File: src/clock_output_pkg.sv
// constants for the auxiliary clock output and pll pin override block
// assumes one synchronous clock domain and an 8-bit register port
package clock_output_pkg;

  // ------------------------------------------------------------------
  // register map
  // ------------------------------------------------------------------
  localparam logic [7:0] AUX_CTRL_ADDR   = 8'h57;
  localparam logic [7:0] PLL_OVR_ADDR    = 8'h58;
  localparam logic [7:0] VCO_TRIM_ADDR   = 8'h59;
  localparam logic [7:0] REG_RESET_VALUE = 8'h00;
  localparam logic [7:0] UNMAPPED_READ   = 8'h00;

  // ------------------------------------------------------------------
  // field positions
  // ------------------------------------------------------------------
  localparam int AUX_ENABLE_BIT  = 7;
  localparam int AUX_SEL_HI      = 2;
  localparam int AUX_SEL_LO      = 0;
  localparam int OVR_ENABLE_BIT  = 7;
  localparam int OUT_D_SEL_HI    = 5;
  localparam int OUT_D_SEL_LO    = 4;
  localparam int OUT_C_SEL_HI    = 3;
  localparam int OUT_C_SEL_LO    = 2;
  localparam int SE_REF_OVR_BIT  = 1;
  localparam int PLL_EN_OVR_BIT  = 0;

  // ------------------------------------------------------------------
  // encodings
  // ------------------------------------------------------------------
  localparam logic [2:0] AUX_SEL_UI16  = 3'h0;
  localparam logic [2:0] AUX_SEL_UI32  = 3'h1;
  localparam logic [2:0] AUX_SEL_UI64  = 3'h2;
  localparam logic [2:0] AUX_SEL_STAMP = 3'h3;

  localparam logic [1:0] REF_SEL_OFF  = 2'h0;
  localparam logic [1:0] REF_SEL_DIV1 = 2'h1;
  localparam logic [1:0] REF_SEL_DIV2 = 2'h2;
  localparam logic [1:0] REF_SEL_DIV4 = 2'h3;

  // divider stages: divide by 2 and by 4
  localparam int DIV2_STAGES = 1;
  localparam int DIV4_STAGES = 2;

  typedef enum logic [2:0] {
    AUX_OFF  = 3'b001,
    AUX_RUN  = 3'b010,
    AUX_HOLD = 3'b100
  } aux_state_type;

endpackage

File: src/clock_output_and_pll_override.sv
// auxiliary clock output control and pll strap override registers
// assumes lane clocks, timestamp, reference level and straps are synchronous
`timescale 1ns/1ps
module clock_output_and_pll_override
  import clock_output_pkg::*;
(
  input  wire logic       sys_clk,
  input  wire logic       reset_n,
  input  wire logic [7:0] regAddr,
  input  wire logic       regWrite,
  input  wire logic [7:0] regWrData,
  input  wire logic       regRead,
  output logic      [7:0] regRdData,
  input  wire logic       laneClkDiv16,
  input  wire logic       laneClkDiv32,
  input  wire logic       laneClkDiv64,
  input  wire logic       serdesReinit,
  input  wire logic       timestamp_input,
  output logic            aux_out_pin,
  input  wire logic       pllRefLevel,
  input  wire logic       pllEnablePin,
  input  wire logic       single_ended_ref_pin,
  input  wire logic       clock_config_pin0,
  input  wire logic       clock_config_pin1,
  output logic            pllEnable,
  output logic            single_ended_ref_input,
  output logic            ref_out_c,
  output logic            ref_out_d,
  output logic      [6:0] vcoTrim
);

  // ------------------------------------------------------------------
  // register storage
  // ------------------------------------------------------------------
  logic [7:0]    auxCtrl_q, auxCtrl_d;
  logic [7:0]    pllOvr_q, pllOvr_d;
  logic [7:0]    vcoTrim_q, vcoTrim_d;
  logic [7:0]    rdData_q, rdData_d;
  aux_state_type auxState_q, auxState_d;
  logic          auxOut_q, auxOut_d;
  logic          stamp_q, stamp_d;
  logic          refDiv1_q, refDiv1_d;
  logic          refDiv2, refDiv4;
  logic          pllEnable_q, pllEnable_d;
  logic          seRef_q, seRef_d;
  logic [2:0]    auxSel;
  logic          overrideMode;
  logic [1:0]    pinCode;
  logic [1:0]    outCSel;
  logic [1:0]    outDSel;

  assign auxSel       = auxCtrl_q[AUX_SEL_HI:AUX_SEL_LO];
  assign overrideMode = pllOvr_q[OVR_ENABLE_BIT];
  assign pinCode      = {clock_config_pin1, clock_config_pin0};

  // register writes; reserved bits are stored as written
  always_comb begin
    auxCtrl_d = auxCtrl_q;
    pllOvr_d  = pllOvr_q;
    vcoTrim_d = vcoTrim_q;
    if (regWrite) begin
      unique case (regAddr)
        AUX_CTRL_ADDR: auxCtrl_d = regWrData;
        PLL_OVR_ADDR:  pllOvr_d  = regWrData;
        VCO_TRIM_ADDR: vcoTrim_d = regWrData;
        default: ;
      endcase
    end
  end

  // read data is registered; reading touches no other state
  always_comb begin
    rdData_d = rdData_q;
    if (regRead) begin
      unique case (regAddr)
        AUX_CTRL_ADDR: rdData_d = auxCtrl_q;
        PLL_OVR_ADDR:  rdData_d = pllOvr_q;
        VCO_TRIM_ADDR: rdData_d = vcoTrim_q;
        default:       rdData_d = UNMAPPED_READ;
      endcase
    end
  end

  always_ff @(posedge sys_clk) begin
    if (!reset_n) begin
      auxCtrl_q <= REG_RESET_VALUE;
      pllOvr_q  <= REG_RESET_VALUE;
      vcoTrim_q <= REG_RESET_VALUE;
      rdData_q  <= REG_RESET_VALUE;
    end else begin
      auxCtrl_q <= auxCtrl_d;
      pllOvr_q  <= pllOvr_d;
      vcoTrim_q <= vcoTrim_d;
      rdData_q  <= rdData_d;
    end
  end

  assign regRdData = rdData_q;
  assign vcoTrim   = vcoTrim_q[6:0];

  // ------------------------------------------------------------------
  // auxiliary output
  // ------------------------------------------------------------------
  // hold covers serializer reinit for lane-derived modes only
  always_comb begin
    auxState_d = auxState_q;
    unique case (auxState_q)
      AUX_OFF: begin
        if (auxCtrl_q[AUX_ENABLE_BIT] && serdesReinit && auxSel <= AUX_SEL_UI64) begin
          auxState_d = AUX_HOLD;
        end else if (auxCtrl_q[AUX_ENABLE_BIT]) begin
          auxState_d = AUX_RUN;
        end
      end
      AUX_RUN: begin
        if (!auxCtrl_q[AUX_ENABLE_BIT]) begin
          auxState_d = AUX_OFF;
        end else if (serdesReinit && auxSel <= AUX_SEL_UI64) begin
          auxState_d = AUX_HOLD;
        end
      end
      AUX_HOLD: begin
        if (!auxCtrl_q[AUX_ENABLE_BIT]) begin
          auxState_d = AUX_OFF;
        end else if (!serdesReinit) begin
          auxState_d = AUX_RUN;
        end
      end
      default: auxState_d = AUX_OFF;
    endcase
  end

  // source mux; reserved codes idle low rather than guess a clock
  always_comb begin
    stamp_d  = timestamp_input;
    auxOut_d = 1'b0;
    if (auxState_q == AUX_RUN) begin
      unique case (auxSel)
        AUX_SEL_UI16:  auxOut_d = laneClkDiv16;
        AUX_SEL_UI32:  auxOut_d = laneClkDiv32;
        AUX_SEL_UI64:  auxOut_d = laneClkDiv64;
        AUX_SEL_STAMP: auxOut_d = stamp_q;
        default:       auxOut_d = 1'b0;
      endcase
    end
  end

  always_ff @(posedge sys_clk) begin
    if (!reset_n) begin
      auxState_q <= AUX_OFF;
      auxOut_q   <= 1'b0;
      stamp_q    <= 1'b0;
    end else begin
      auxState_q <= auxState_d;
      auxOut_q   <= auxOut_d;
      stamp_q    <= stamp_d;
    end
  end

  assign aux_out_pin = auxOut_q;

  // ------------------------------------------------------------------
  // pll strap override and divided reference outputs
  // ------------------------------------------------------------------
  always_comb begin
    refDiv1_d   = pllRefLevel;
    pllEnable_d = overrideMode ? pllOvr_q[PLL_EN_OVR_BIT] : pllEnablePin;
    seRef_d     = overrideMode ? pllOvr_q[SE_REF_OVR_BIT] : single_ended_ref_pin;
  end

  always_ff @(posedge sys_clk) begin
    if (!reset_n) begin
      refDiv1_q   <= 1'b0;
      pllEnable_q <= 1'b0;
      seRef_q     <= 1'b0;
    end else begin
      refDiv1_q   <= refDiv1_d;
      pllEnable_q <= pllEnable_d;
      seRef_q     <= seRef_d;
    end
  end

  assign pllEnable              = pllEnable_q;
  assign single_ended_ref_input = seRef_q;

  // pin mode ignores the select fields; d is gated by c in both modes
  always_comb begin
    outCSel = overrideMode ? pllOvr_q[OUT_C_SEL_HI:OUT_C_SEL_LO] : pinCode;
    outDSel = overrideMode ? pllOvr_q[OUT_D_SEL_HI:OUT_D_SEL_LO] : pinCode;
    if (outCSel == REF_SEL_OFF) begin
      outDSel = REF_SEL_OFF;
    end
  end

  ref_clock_divider #(.STAGES(DIV2_STAGES)) divBy2 (
    .sys_clk  (sys_clk),
    .reset_n  (reset_n),
    .refLevel (pllRefLevel),
    .divOut   (refDiv2)
  );

  ref_clock_divider #(.STAGES(DIV4_STAGES)) divBy4 (
    .sys_clk  (sys_clk),
    .reset_n  (reset_n),
    .refLevel (pllRefLevel),
    .divOut   (refDiv4)
  );

  ref_output_select outC (
    .sys_clk (sys_clk),
    .reset_n (reset_n),
    .selCode (outCSel),
    .refDiv1 (refDiv1_q),
    .refDiv2 (refDiv2),
    .refDiv4 (refDiv4),
    .refOut  (ref_out_c)
  );

  ref_output_select outD (
    .sys_clk (sys_clk),
    .reset_n (reset_n),
    .selCode (outDSel),
    .refDiv1 (refDiv1_q),
    .refDiv2 (refDiv2),
    .refDiv4 (refDiv4),
    .refOut  (ref_out_d)
  );
endmodule // clock_output_and_pll_override

File: src/ref_clock_divider.sv
// divides a sampled reference clock level by a power of two
// assumes refLevel is synchronous to sys_clk and toggles slower than it
`timescale 1ns/1ps
module ref_clock_divider
  import clock_output_pkg::*;
#(
  parameter int STAGES = 1
) (
  input  wire logic sys_clk,
  input  wire logic reset_n,
  input  wire logic refLevel,
  output logic      divOut
);

  logic              refPrev_q;
  logic              refPrev_d;
  logic [STAGES-1:0] count_q;
  logic [STAGES-1:0] count_d;

  // ------------------------------------------------------------------
  // count rising edges; the top bit is the divided clock
  // ------------------------------------------------------------------
  always_comb begin
    refPrev_d = refLevel;
    count_d   = count_q;
    if (refLevel && !refPrev_q) begin
      count_d = count_q + {{(STAGES-1){1'b0}}, 1'b1};
    end
  end

  always_ff @(posedge sys_clk) begin
    if (!reset_n) begin
      refPrev_q <= 1'b0;
      count_q   <= '0;
    end else begin
      refPrev_q <= refPrev_d;
      count_q   <= count_d;
    end
  end

  assign divOut = count_q[STAGES-1];

endmodule // ref_clock_divider

File: src/ref_output_select.sv
// picks one divided reference clock for a reference output, or idles it
// assumes the divided clocks are registered levels in the sys_clk domain
`timescale 1ns/1ps
module ref_output_select
  import clock_output_pkg::*;
(
  input  wire logic       sys_clk,
  input  wire logic       reset_n,
  input  wire logic [1:0] selCode,
  input  wire logic       refDiv1,
  input  wire logic       refDiv2,
  input  wire logic       refDiv4,
  output logic            refOut
);

  logic refOut_q;
  logic refOut_d;

  // ------------------------------------------------------------------
  // output mux, registered so the pin never sees a combinational glitch
  // ------------------------------------------------------------------
  always_comb begin
    unique case (selCode)
      REF_SEL_OFF:  refOut_d = 1'b0;
      REF_SEL_DIV1: refOut_d = refDiv1;
      REF_SEL_DIV2: refOut_d = refDiv2;
      REF_SEL_DIV4: refOut_d = refDiv4;
    endcase
  end

  always_ff @(posedge sys_clk) begin
    if (!reset_n) begin
      refOut_q <= 1'b0;
    end else begin
      refOut_q <= refOut_d;
    end
  end

  assign refOut = refOut_q;

endmodule // ref_output_select

File: config.mk
export PLATFORM = sky130hd
export DESIGN_NAME = clock_output_and_pll_override
export DESIGN_NICKNAME = d
export VERILOG_FILES = /design/src/clock_output_pkg.sv /design/src/clock_output_and_pll_override.sv /design/src/ref_clock_divider.sv /design/src/ref_output_select.sv
export SDC_FILE = /design/constraint.sdc
export NUM_CORES = 1
export LEC_CHECK = 0
export BUFFER_PORTS_ARGS = -buffer_cell sky130_fd_sc_hd__buf_4
export CAP_MARGIN = 30
export CORE_MARGIN = 5
export CORE_UTILIZATION = 31
export DETAILED_ROUTE_END_ITERATION = 12
export HOLD_SLACK_MARGIN = 0.15
export PLACE_DENSITY_LB_ADDON = 0.15
export REMOVE_ABC_BUFFERS = 1
export SYNTH_ARGS = -nofsm -noshare
export SYNTH_HDL_FRONTEND = slang
export SYNTH_SLANG_ARGS = --single-unit
File: constraint.sdc
create_clock -name sys_clk -period 1.3 [get_ports sys_clk]
set_input_delay 0.325 -clock sys_clk [delete_from_list [all_inputs] [get_ports sys_clk]]
set_output_delay 0.325 -clock sys_clk [all_outputs]
set_load 0.01 [all_outputs]
## Word level (Yosys, flattened, before mapping)

Cells that the tools add are included.

| storage, ports and cells | value |
|---|---|
| register bits after elaboration | 45 |
| bits in latches | 0 |
| bits in writable memories | 0 |
| memory bits (read-only) | 0 |
| input bits | 30 |
| output and inout port bits | 20 |
| logic and storage cells | 64 |
| memories | 0 |

| cells by class | value |
|---|---|
| $add $sub $neg | 2 |
| multipliers | 0 |
| div/mod/pow operators | 0 |
| magnitude comparators | 1 |
| eq/ne operators | 18 |
| shift operators | 0 |
| mux-type cells | 16 |
| bitwise gates (word level) | 0 |
| reduce and logical (&&, ||, !) cells | 13 |

Operators with widths:

| cell | number |
|---|---|
| 8-bit by 7-bit equality test with 1-bit output, second input constant | 3 |
| 8-bit case mux with 3 select lines | 1 |
| 3-bit two-way mux | 6 |
| 1-bit case mux with 4 select lines | 3 |
| 3-bit by 2-bit equality test with 1-bit output, second input constant | 3 |
| 3-bit inequality test, second input constant | 3 |
| 3-bit case mux with 3 select lines | 1 |
| 2-bit equality test, second input constant | 4 |
| 2-bit AND reduction | 4 |
| 3-bit by 1-bit equality test with 1-bit output, second input constant | 2 |
| 2-bit two-way mux | 3 |
| 2-bit by 1-bit equality test with 1-bit output, second input constant | 2 |
| 1-bit logical AND | 4 |
| 2-bit logical NOT | 2 |
| 3-bit equality test, second input constant | 1 |
| 3-bit by 2-bit less-or-equal comparator with 1-bit output, second input constant | 1 |
| 3-bit logical NOT | 1 |
| 3-bit AND reduction | 1 |
| 2-bit by 1-bit adder with 2-bit output, second input constant | 1 |
| 1-bit two-way mux | 2 |
| 1-bit adder, second input constant | 1 |
| 1-bit logical NOT | 1 |

## Longest topological paths before layout

Gate-level depths: netlist of the first run.

| depth | value |
|---|---|
| depth after elaboration | 5 |
| mapped depth | 5 |
| gate-level depth less buffers | 4 |

## Hierarchy

From an unflattened synthesis of the first run, not the netlist that was laid out.

| unflattened totals | value |
|---|---|
| cells, all modules | 208 |
| area, all modules | 2170.8 µm² |

By module, submodules not included:

| module | instances | cells each | area an instance (µm²) | sequential area each (µm²) |
|---|---|---|---|---|
| clock_output_and_pll_override | 1 | 181 | 1884.3 | 800.8 |
| ref_clock_divider (divBy4) | 1 | 10 | 110.1 | 60.1 |
| ref_output_select | 2 | 5 | 51.3 | 20.0 |
| ref_clock_divider (divBy2) | 1 | 7 | 73.8 | 40.0 |

## Worst setup path after synthesis of the first run

OpenSTA, ideal clock, no wires.

| timing path | value |
|---|---|
| path kind | input to register |
| from | input port regAddr[1] |
| to | register pllOvr_q[1] |
| library setup time | 117 ps |
| data arrival time | 1204 ps |
| required time | 1183 ps |
| setup slack | -20 ps |
| stages | 5 |
| path buffers | 1 |
| cells stage by stage | nor3b_4 > nand4b_4 > buf_6 > nand3_1 > o21ai_1 |

| on the way | value |
|---|---|
| cells in the longest elaborated chain, start to end | 2 |

RTL lines:

| item | RTL line | text |
|---|---|---|
| from (decl) | clock_output_and_pll_override.sv:9 | `input wire logic [7:0] regAddr,` |
| 8-bit by 7-bit equality test with 1-bit output | clock_output_and_pll_override.sv:62 | `unique case (regAddr)` |
| 2-bit AND reduction (no source line) | -- |  |
| to (signal assigned) | clock_output_and_pll_override.sv:92 | `pllOvr_q <= pllOvr_d;` |
| to (decl) | clock_output_and_pll_override.sv:36 | `logic [7:0] pllOvr_q, pllOvr_d;` |

Every way passes these cells.
A chain may end at the register's enable or synchronous reset.

## Final worst setup path of the first run

| timing path | value |
|---|---|
| from | register auxCtrl_q[0] |
| to | register auxOut_q (netlist: aux_out_pin) |

| on the way | value |
|---|---|
| cells in the longest elaborated chain, start to end | 2 |
| elaborated cells on any way between the ends | 5 |
| those cells by class | eq/ne (3); mux (1); reduce/logical (1) |

RTL lines:

| item | RTL line | text |
|---|---|---|
| from (decl) | clock_output_and_pll_override.sv:35 | `logic [7:0] auxCtrl_q, auxCtrl_d;` |
| from (signal assigned) | clock_output_and_pll_override.sv:91 | `auxCtrl_q <= auxCtrl_d;` |
| 3-bit by 2-bit equality test with 1-bit output (tied with other cells) | clock_output_and_pll_override.sv:138 | `unique case (auxSel)` |
| 1-bit case mux with 4 select lines * | clock_output_and_pll_override.sv:138 |  |
| to (signal assigned) | clock_output_and_pll_override.sv:155 | `auxOut_q <= auxOut_d;` |
| to (decl) | clock_output_and_pll_override.sv:40 | `logic auxOut_q, auxOut_d;` |

Mark *: on every way between the ends. The rest lies on a longest branch, timed or not.

==> reports/metrics.csv, run 1 <==
stage,metric,value,unit
status,status,finished clean,
clock_tree,Clk Tree Root Cell,clkbuf_8,
route,ANT nets after route,0,
clock_tree,cts hold-fix bufs,0,
final_layout,Layout Cells excl Fill,336,
worst_setup_path,CP endpoint kind,flip-flop,
yosys,"EDFF count, synth",0,
yosys,post-synthesis sequential area ratio,45.66,%
yosys,Yosys cell types,36,
hold_path,worst hold path type,input pin to flip-flop,
global_route,vias in the first global route,1607,
place,RD Place Congestion,0.7328,
final_layout,layout cells sized above 1,30.50,%
timing,final hold violation count,0,
worst_setup_path,critical path startpoint category,flip-flop,
clock_tree,CTS Buf Count,5,
clock_tree,CTS tree,done,
yosys,Synth Cell Area,1973,um^2
power,sequential power share,51.4,%
place,port buffer count,49,
route,Via density,4.628,
route,WL/cell,13.73,um
timing,RSZ-0062 raised after global routing,false,
power,Peak supply drop,0.0004709,V
clock_tree,CTS H-tree lvls,2,
power,Internal Power,2.151,mW
route,routed wl met3,260,um
run,max_cap viols,0,
worst_setup_path,worst path arrival time,1.41,ns
worst_setup_path,CP required,1.50,ns
global_route,largest net degree at the start of global routing,28,
yosys,"top cells by count, synth","dfxtp_1, nand2_1, o21ai_1",
place,placed insts,328,
power,total power divided by cell area,1066,nW/um^2
route,wl on met1,2375,um
yosys,most frequent cell after synthesis,dfxtp_1,
global_route,initial antenna violation count,0,
yosys,"area leader, netlist",dfxtp_1,
floorplanning,Die Area,8060,um^2
floorplanning,Core ar.,6277,um^2
clock_tree,clk_lat worst skew,0.30,ns
final_layout,Area Growth Syn to Fin,30.25,%
timing,fmax,827.0,MHz
route,final WL,4614,um
route,DRC Markers,0,
global_route,first-pass GRT wire length,7810,um
global_route,total grt overflow,0,
yosys,Synth area leaders,"dfxtp_1, mux2i_1, o21ai_1",
timing,Final period util,93.01,%
floorplanning,row count,29,
yosys,prevailing post-synth register cell,dfxtp_1,
place,detailed placement HPWL,3479,um
power,P_leak,1.101,nW
clock_tree,CTS sink count,45,
clock_tree,maximum root-to-sink buffer count,2,
final_layout,antenna cells,0,
floorplanning,Initial Util,31.43,%
route,met2 wire len,1946,um
yosys,syn avg cell area,9.578,um^2
timing,clk_skew,0.01078,ns
route,DR vias,1555,
clock_tree,"Clk pin slew, worst setup/hold paths",0.08,ns
power,Sw Share,21.52,%
floorplanning,DIE WIDTH,89.78,um
route,Initial DRC Count,73,
timing,"Min Clock Period, post-route",1.209,ns
timing,worst slew pin tran,0.5794,ns
worst_setup_path,critical path class,flip-flop to flip-flop,
final_layout,NumNets Final,288,
timing,Setup TNS,0,ns
route,top routing layer in use,met4,
timing,max-slew violation count,0,
power,Comb pwr share,8.4,%
yosys,Syn Inst Count,206,
power,net switching power,0.5899,mW
global_route,GRT Overall Usage,11.72,%
timing,final setup violation count,0,
timing,Slew headroom,61.29,%
power,clock network fraction of total power,40.3,%
floorplanning,DIE HEIGHT,89.78,um
route,DR pass1 iterations,4,
floorplanning,# IOs,50,
yosys,async set-reset flop share out of synthesis,0,%
yosys,Yosys top cell area share,45.66,%
yosys,Synth Register Bits,45,
worst_setup_path,largest fanout on the critical path,4,
yosys,Synth Warn #,0,
-- metrics by stage --
step	setup slack, ns	utilization (%)	area, um^2	power, mW	hold slack [ns]
after floorplan	-0.01101	-	1861	1.519	0.4332
after global placement	-0.1441	38.91	2442	1.670	0.4429
after detailed placement	-0.1594	38.91	2442	1.669	0.4470
after CTS	0.005775	40.76	2559	2.787	0.2268
after global routing	0.02057	40.94	2570	2.879	0.2343
final	0.09088	40.94	2570	2.741	0.2392
-- path summary, 6_finish.rpt --
kind	cells past startpoint	end	slack [ns]	start
worst max-delay path	2	aux_out_pin$_SDFF_PN0_	0.09	auxCtrl_q[0]$_SDFFE_PN0P_
worst min-delay path	2	stamp_q$_SDFF_PN0_	0.24	timestamp_input
worst max register to register	2	aux_out_pin$_SDFF_PN0_	0.09	auxCtrl_q[0]$_SDFFE_PN0P_
worst min register to register	2	regRdData[0]$_SDFFE_PN0P_	0.45	regRdData[0]$_SDFFE_PN0P_
-- what timing repair did --
item                       CTS  global route
resized for setup            0             3
hold endpoints to repair     0             0
setup buffers                0             0
setup endpoints to repair    0             2
-- worst max-delay path, cell delays in order, from the launching register on --
cell	delay (ns)
dfxtp_1	0.41
mux4_2	0.52
and3_1	0.19
-- registers in the layout, indices dropped and copies added, names as in the netlist, 2 cells and up --
signal          flops
vcoTrim_q           8
regRdData           8
divBy4.count_q      2
auxState_q          3
auxCtrl_q           8
pllOvr_q            8
-- metal layers --
| metal | up-vias | global-route usage [%] |
|---|---|---|
| met3 | 5 | 3.840 |
| met1 | 686 | 15.73 |
| met2 | 39 | 17.68 |
| met4 | 0 | 3.778 |
| met5 | - | 0 |
| li1 | 825 | - |
-- layout make-up --
class / count / area (um^2)
clock inverter: 1 / 30.03
tap: 77 / 96.34
multi-input combinational: 141 / 962.2
sequential: 45 / 902.1
inverter: 2 / 7.507
clock buffer: 7 / 86.33
timing repair buffer: 63 / 485.5
fill: 643 / 3707
-- power by group through the flow --
stage / clock network (mW) / registers [mW] / logic [mW]
4_1_cts: 1.15 / 1.41 / 0.230
2_1_floorplan: 0 / 1.44 / 0.0778
3_3_place_gp: 0 / 1.44 / 0.229
5_1_grt: 1.21 / 1.41 / 0.253
6_report: 1.10 / 1.41 / 0.230
3_5_place_dp: 0 / 1.44 / 0.229
-- cell families after synthesis --
logic type | after synthesis | share of synthesized area, %
and+or+nand+nor | 74 | 22.13
xor gates and xnor gates | 4 | 1.776
DFF | 45 | 45.66
muxes | 22 | 12.24
AOI/OAI and AO/OA | 41 | 12.11
buffers and inverters | 20 | 6.087
-- cell usage in the layout, fill, tap and decap left out, types with 7 or more instances in the layout --
cell and instances:
o21ai_1 24, dfxtp_1 44, mux2_1 7, a22oi_1 9, nor2b_1 12, nand3_1 17
nand2_1 24, mux2i_1 13, buf_4 62
Note: power is estimated with default switching activity, not from simulation.
==> run 2: changes to the inputs <==
- CORE_ASPECT_RATIO: not set -> 0.8
==> run 2 against run 1 <==
Via count rose by 3.9%; total power is 4.7% lower; final area up 0.58%; global-route usage rose by 1.6 points.
==> reports/metrics.csv, run 2 (synthesis gave the netlist of run 1 again) <==
stage,metric,value,unit,change
route,Initial DRC Count,64,,-12%
final_layout,Area Growth Syn to Fin,31.01,%,
timing,clk_skew,0.002094,ns,-0.008684 ns
worst_setup_path,critical path startpoint category,flip-flop,,
timing,Setup TNS,0,ns,unchanged
route,final WL,5102,um,+11%
worst_setup_path,CP endpoint kind,flip-flop,,
floorplanning,Core ar.,6279,um^2,about the same
clock_tree,CTS tree,done,,
route,DR vias,1616,,+3.9%
final_layout,antenna cells,0,,unchanged
timing,"Min Clock Period, post-route",1.200,ns,-0.009052 ns
floorplanning,row count,26,,-10%
status,status,finished clean,,
global_route,GRT Overall Usage,13.31,%,+1.6 points
floorplanning,DIE WIDTH,99.20,um,+10%
hold_path,worst hold path type,input pin to flip-flop,,
clock_tree,PostCTS Resize Cnt,0,,unchanged
global_route,vias in the first global route,1540,,-4.2%
clock_tree,clk_lat worst skew,0.30,ns,about the same
global_route,largest net degree at the start of global routing,17,,-39%
power,Peak supply drop,0.0004378,V,-7.0%
timing,Final period util,92.31,%,-0.70 points
timing,final setup violation count,0,,unchanged
clock_tree,CTS sink count,45,,unchanged
power,P_leak,1.111,nW,+0.95%
final_layout,"most common cell after layout, fill and taps aside",buf_4,,
global_route,total grt overflow,0,,unchanged
worst_setup_path,CP Cell Sequence,"mux2i_2, mux2i_1, o22ai_1, and2_1",,
clock_tree,"Clk pin slew, worst setup/hold paths",0.08,ns,about the same
worst_setup_path,Crit path buffers/inverters,0,,unchanged
floorplanning,Die Area,8071,um^2,+0.12%
place,port buffer count,49,,unchanged
clock_tree,maximum root-to-sink buffer count,2,,unchanged
worst_setup_path,critical path class,flip-flop to flip-flop,,
timing,Hold Slack,0.2248,ns,-0.01436 ns
clock_tree,CTS H-tree lvls,2,,unchanged
route,DRC Markers,0,,unchanged
timing,fmax,833.3,MHz,+0.75%
route,Via density,4.671,,+0.92%
timing,worst slew pin tran,0.3857,ns,-0.1937 ns
final_layout,Finished Core Util,41.17,%,+0.23 points
route,ANT nets after route,0,,unchanged
run,max_cap viols,0,,unchanged
worst_setup_path,CP top delay family,multiplexers,,
final_layout,layout cells sized above 1,31.30,%,+0.80 points
worst_setup_path,"slowest stage delay, CP",0.39,ns,-0.13 ns
place,RD Place Congestion,0.7356,,+0.38%
clock_tree,# Post-CTS Setup Buffers,0,,unchanged
route,WL/cell,14.75,um,+7.4%
clock_tree,cts hold-fix bufs,0,,unchanged
floorplanning,DIE HEIGHT,81.36,um,-9.4%
worst_setup_path,CP max-delay cell,dfxtp_1,,
timing,Slew headroom,74.23,%,+13 points
worst_setup_path,largest fanout on the critical path,3,,-1
place,detailed placement HPWL,3812,um,+9.6%
floorplanning,Initial Util,31.43,%,about the same
clock_tree,CTS Buf Count,5,,unchanged
worst_setup_path,worst path arrival time,1.40,ns,about the same
final_layout,NumNets Final,291,,+1.0%
timing,max-slew violation count,0,,unchanged
timing,RSZ-0062 raised after global routing,false,,
worst_setup_path,CP required,1.50,ns,about the same
global_route,first-pass GRT wire length,8204,um,+5.0%
timing,final hold violation count,0,,unchanged
final_layout,most frequent cells in the layout,"buf_4, dfxtp_1, nand2_1, o21ai_1, nand3_1",,
power,total power divided by cell area,1010,nW/um^2,-5.3%
clock_tree,Clk Tree Root Cell,clkbuf_8,,
global_route,initial antenna violation count,0,,unchanged
route,DR pass1 iterations,4,,unchanged
floorplanning,# IOs,50,,unchanged
-- run 2: cell types whose count changed in the layout (fill, tap and decap cells not counted) --
| cell | previous run | this run |
|---|---|---|
| bufinv_16 | 1 | 0 |
| clkinv_2 | 0 | 1 |
| buf_4 | 62 | 65 |
| dfxtp_2 | 1 | 0 |
| clkbuf_1 | 1 | 0 |
| clkbuf_8 | 6 | 7 |
| dfxtp_1 | 44 | 45 |
-- run 2: where the power goes --
part / switching [mW] / internal, mW
combinational: 0.108 / 0.132
clock: 0.482 / 0.481
sequential: 0.0116 / 1.40
total: 0.602 / 2.01
-- run 2: path summary, 6_finish.rpt --
path	start	to	slack [ns]	depth (start not counted)
worst max-delay path	pllOvr_q[7]$_SDFFE_PN0P_	outC.refOut$_SDFF_PN0_	0.1	4
worst min-delay path	timestamp_input	stamp_q$_SDFF_PN0_	0.22	2
worst max register to register	pllOvr_q[7]$_SDFFE_PN0P_	outC.refOut$_SDFF_PN0_	0.1	4
worst min register to register	regRdData[3]$_SDFFE_PN0P_	regRdData[3]$_SDFFE_PN0P_	0.45	2
-- run 2: area by class of cell --
cell class / instances / area [um^2]
Clock inverter: 1 / 5.005
Tap cell: 84 / 105.1
Inverter: 2 / 7.507
Clock buffer: 7 / 96.34
Timing Repair Buffer: 66 / 508.0
Multi-Input combinational cell: 141 / 962.2
Fill cell: 634 / 3694
Sequential cell: 45 / 900.9
-- run 2: layer usage --
metal / up-vias / GRT usage (%) / share of wire, %
li1: 829 / - / -
met1: 742 / 19.53 / 52
met2: 40 / 18.57 / 40
met3: 5 / 3.863 / 6.5
met4: 0 / 4.093 / 1.0
met5: - / 0 / 0
-- run 2: worst register-to-register path, stage by stage, from the launching register on --
cell and delay [ns]:
dfxtp_1 0.39, mux2i_2 0.26, mux2i_1 0.21, o22ai_1 0.09, and2_1 0.16
-- run 2: metrics by stage --
stage	worst slack [ns]	cell area [um^2]	power (mW)	std cells
6_report	0.09993	2585	2.612	346
5_1_grt	0.005571	2585	2.719	346
4_1_cts	0.05775	2575	2.636	346
3_5_place_dp	-0.1714	2474	1.682	338
3_3_place_gp	-0.1644	2474	1.681	338
2_1_floorplan	-0.01101	1861	1.519	188
==> run 3: changes to the inputs <==
- CTS_BUF_LIST: not set -> sky130_fd_sc_hd__clkbuf_2
==> run 3 against run 2 <==
Global-route usage increased by 0.073 points; worst hold slack worse by 0.046 ns; sequential cell count is the same; sequential power barely moved; non-clock buffer count is 11 higher; register-to-register slack better by 0.02 ns; total power decreased by 14%; combinational power grew 8%; critical path type is now flip-flop to output port; critical endpoint is now vcoTrim[5].
==> reports/metrics.csv, run 3 (synthesis gave the netlist of run 1 again) <==
stage,metric,value,unit,change
status,status,finished clean,,
floorplanning,Initial Util,31.43,%,unchanged
timing,Hold Slack,0.1785,ns,-0.04630 ns
hold_path,worst hold path type,input pin to flip-flop,,
clock_tree,Clk Tree Root Cell,clkbuf_2,,
route,final WL,5142,um,+0.78%
route,DRC Markers,0,,unchanged
global_route,first-pass GRT wire length,8307,um,+1.3%
timing,Slew headroom,74.48,%,+0.25 points
route,Via density,4.658,,-0.26%
clock_tree,CTS tree,done,,
worst_setup_path,R2R Path End,outD.refOut$_SDFF_PN0_,,
route,wl on met1,2687,um,+0.60%
clock_tree,"Clk pin slew, worst setup/hold paths",0.23,ns,+0.15 ns
timing,final hold violation count,0,,unchanged
timing,final setup violation count,0,,unchanged
route,met2 wire len,2097,um,+2.5%
place,RD Place Congestion,0.7356,,unchanged
final_layout,"most common cell after layout, fill and taps aside",buf_4,,
power,total power divided by cell area,843.3,nW/um^2,-17%
place,port buffer count,49,,unchanged
timing,RSZ-0062 raised after global routing,true,,
power,Final Power,2.244,mW,-14%
worst_setup_path,reg2reg setup slack,0.12,ns,+0.02 ns
power,Peak supply drop,0.0003079,V,-30%
clock_tree,maximum root-to-sink buffer count,2,,unchanged
global_route,GRT Overall Usage,13.38,%,+0.073 points
floorplanning,row count,26,,unchanged
worst_setup_path,critical path class,flip-flop to output port,,
worst_setup_path,CP max-delay cell,dfxtp_2,,
worst_setup_path,largest fanout on the critical path,3,,unchanged
timing,Final period util,95.39,%,+3.1 points
route,WL/cell,14.40,um,-2.3%
place,detailed placement HPWL,3812,um,unchanged
run,max_cap viols,0,,unchanged
global_route,vias in the first global route,1582,,+2.7%
worst_setup_path,"slowest stage delay, CP",0.40,ns,about the same
clock_tree,clk_lat worst skew,0.40,ns,+0.10 ns
floorplanning,Core ar.,6279,um^2,unchanged
route,top routing layer in use,met4,,
final_layout,Area Growth Syn to Fin,34.88,%,
route,DR pass1 iterations,4,,unchanged
worst_setup_path,Crit path buffers/inverters,1,,+1
route,ANT nets after route,0,,unchanged
worst_setup_path,CP required,0.98,ns,-0.52 ns
route,Initial DRC Count,77,,+20%
floorplanning,Die Area,8071,um^2,unchanged
floorplanning,# IOs,50,,unchanged
hold_path,Hold Path End,pllEnable$_SDFF_PN0_,,
timing,max-slew violation count,0,,unchanged
hold_path,Hold Path Origin,pllEnablePin,,
worst_setup_path,worst path arrival time,0.92,ns,-0.48 ns
final_layout,layout cells sized above 1,35.53,%,+4.2 points
clock_tree,CTS Buf Count,5,,unchanged
final_layout,NumNets Final,302,,+3.8%
global_route,total grt overflow,0,,unchanged
hold_path,Hold Path Depth,3,,+1
route,routed wl met3,310,um,-6.1%
power,P_leak,1.146,nW,+3.1%
clock_tree,CTS sink count,45,,unchanged
timing,fmax,806.4,MHz,-3.2%
clock_tree,CTS H-tree lvls,2,,unchanged
worst_setup_path,CP Cell Sequence,buf_6,,
worst_setup_path,CP top delay family,flip-flops,,
route,DR vias,1663,,+2.9%
timing,clk_skew,0.009541,ns,+0.007446 ns
final_layout,most frequent cells in the layout,"buf_4, dfxtp_1, nand2_1, o21ai_1, nand3_1",,
timing,worst slew pin tran,0.3820,ns,-0.003686 ns
worst_setup_path,FF-to-FF path depth,5,,+1
global_route,initial antenna violation count,0,,unchanged
worst_setup_path,reg-to-reg critical path startpoint,pllOvr_q[7]$_SDFFE_PN0P_,,
global_route,largest net degree at the start of global routing,17,,unchanged
final_layout,antenna cells,0,,unchanged
timing,"Min Clock Period, post-route",1.240,ns,+0.04005 ns
floorplanning,DIE HEIGHT,81.36,um,unchanged
floorplanning,DIE WIDTH,99.20,um,unchanged
worst_setup_path,CP endpoint kind,output port,,
worst_setup_path,critical path startpoint category,flip-flop,,
==> run 3: final cells by class <==
class | count | area [um^2]
fill | 635 | 3617
clock inverter | 3 | 12.51
clock buffer | 5 | 25.02
tap | 84 | 105.1
sequential | 45 | 917.1
inverter | 2 | 7.507
timing repair buffer | 77 | 629.4
multi-input combinational | 141 | 964.7
==> run 3: timing repair <==
| action | in CTS | in global routing |
|---|---|---|
| setup endpoints to repair | 5 | 13 |
| setup buffers | 0 | 3 |
| hold endpoints to repair | 7 | 2 |
| resized for setup | 5 | 16 |
| hold buffers | 6 | 2 |
==> run 3: worst max path at each step <==
| stage | slack, ns | endpoint | depth (start not counted) | startpoint |
|---|---|---|---|---|
| after floorplan | -0.01 | auxCtrl_q[0]$_SDFFE_PN0P_ | 4 | regAddr[3] |
| after global placement | -0.16 | vcoTrim_q[4]$_SDFFE_PN0P_ | 5 | regAddr[7] |
| after detailed placement | -0.17 | vcoTrim_q[4]$_SDFFE_PN0P_ | 5 | regAddr[7] |
| after CTS | 0.01 | vcoTrim[3] | 1 | vcoTrim_q[3]$_SDFFE_PN0P_ |
| after global routing | -0.02 | vcoTrim[5] | 1 | vcoTrim_q[5]$_SDFFE_PN0P_ |
| final | 0.06 | vcoTrim[5] | 1 | vcoTrim_q[5]$_SDFFE_PN0P_ |
==> run 3: stage by stage <==
stage          utilization (%)  instances  setup WS [ns]  instance area [um^2]  setup TNS [ns]
2_1_floorplan                -        188       -0.01101                  1861        -0.08810
6_report                 42.39        357        0.05988                  2661               0
3_3_place_gp             39.40        338        -0.1644                  2474          -3.142
5_1_grt                  42.39        357       -0.02193                  2661        -0.03606
3_5_place_dp             39.40        338        -0.1714                  2474          -3.758
4_1_cts                  41.05        352        0.01098                  2577               0
==> run 3: routing by layer <==
| layer | track usage, % | up-vias |
|---|---|---|
| li1 | - | 851 |
| met1 | 19.64 | 768 |
| met2 | 19.10 | 40 |
| met3 | 3.605 | 4 |
| met4 | 3.683 | 0 |
| met5 | 0 | - |
==> run 3: power breakdown <==
group / total (mW) / switching, mW / internal (mW)
Sequential: 1.41 / 0.0119 / 1.40
Clock: 0.571 / 0.452 / 0.118
Combinational: 0.260 / 0.112 / 0.148
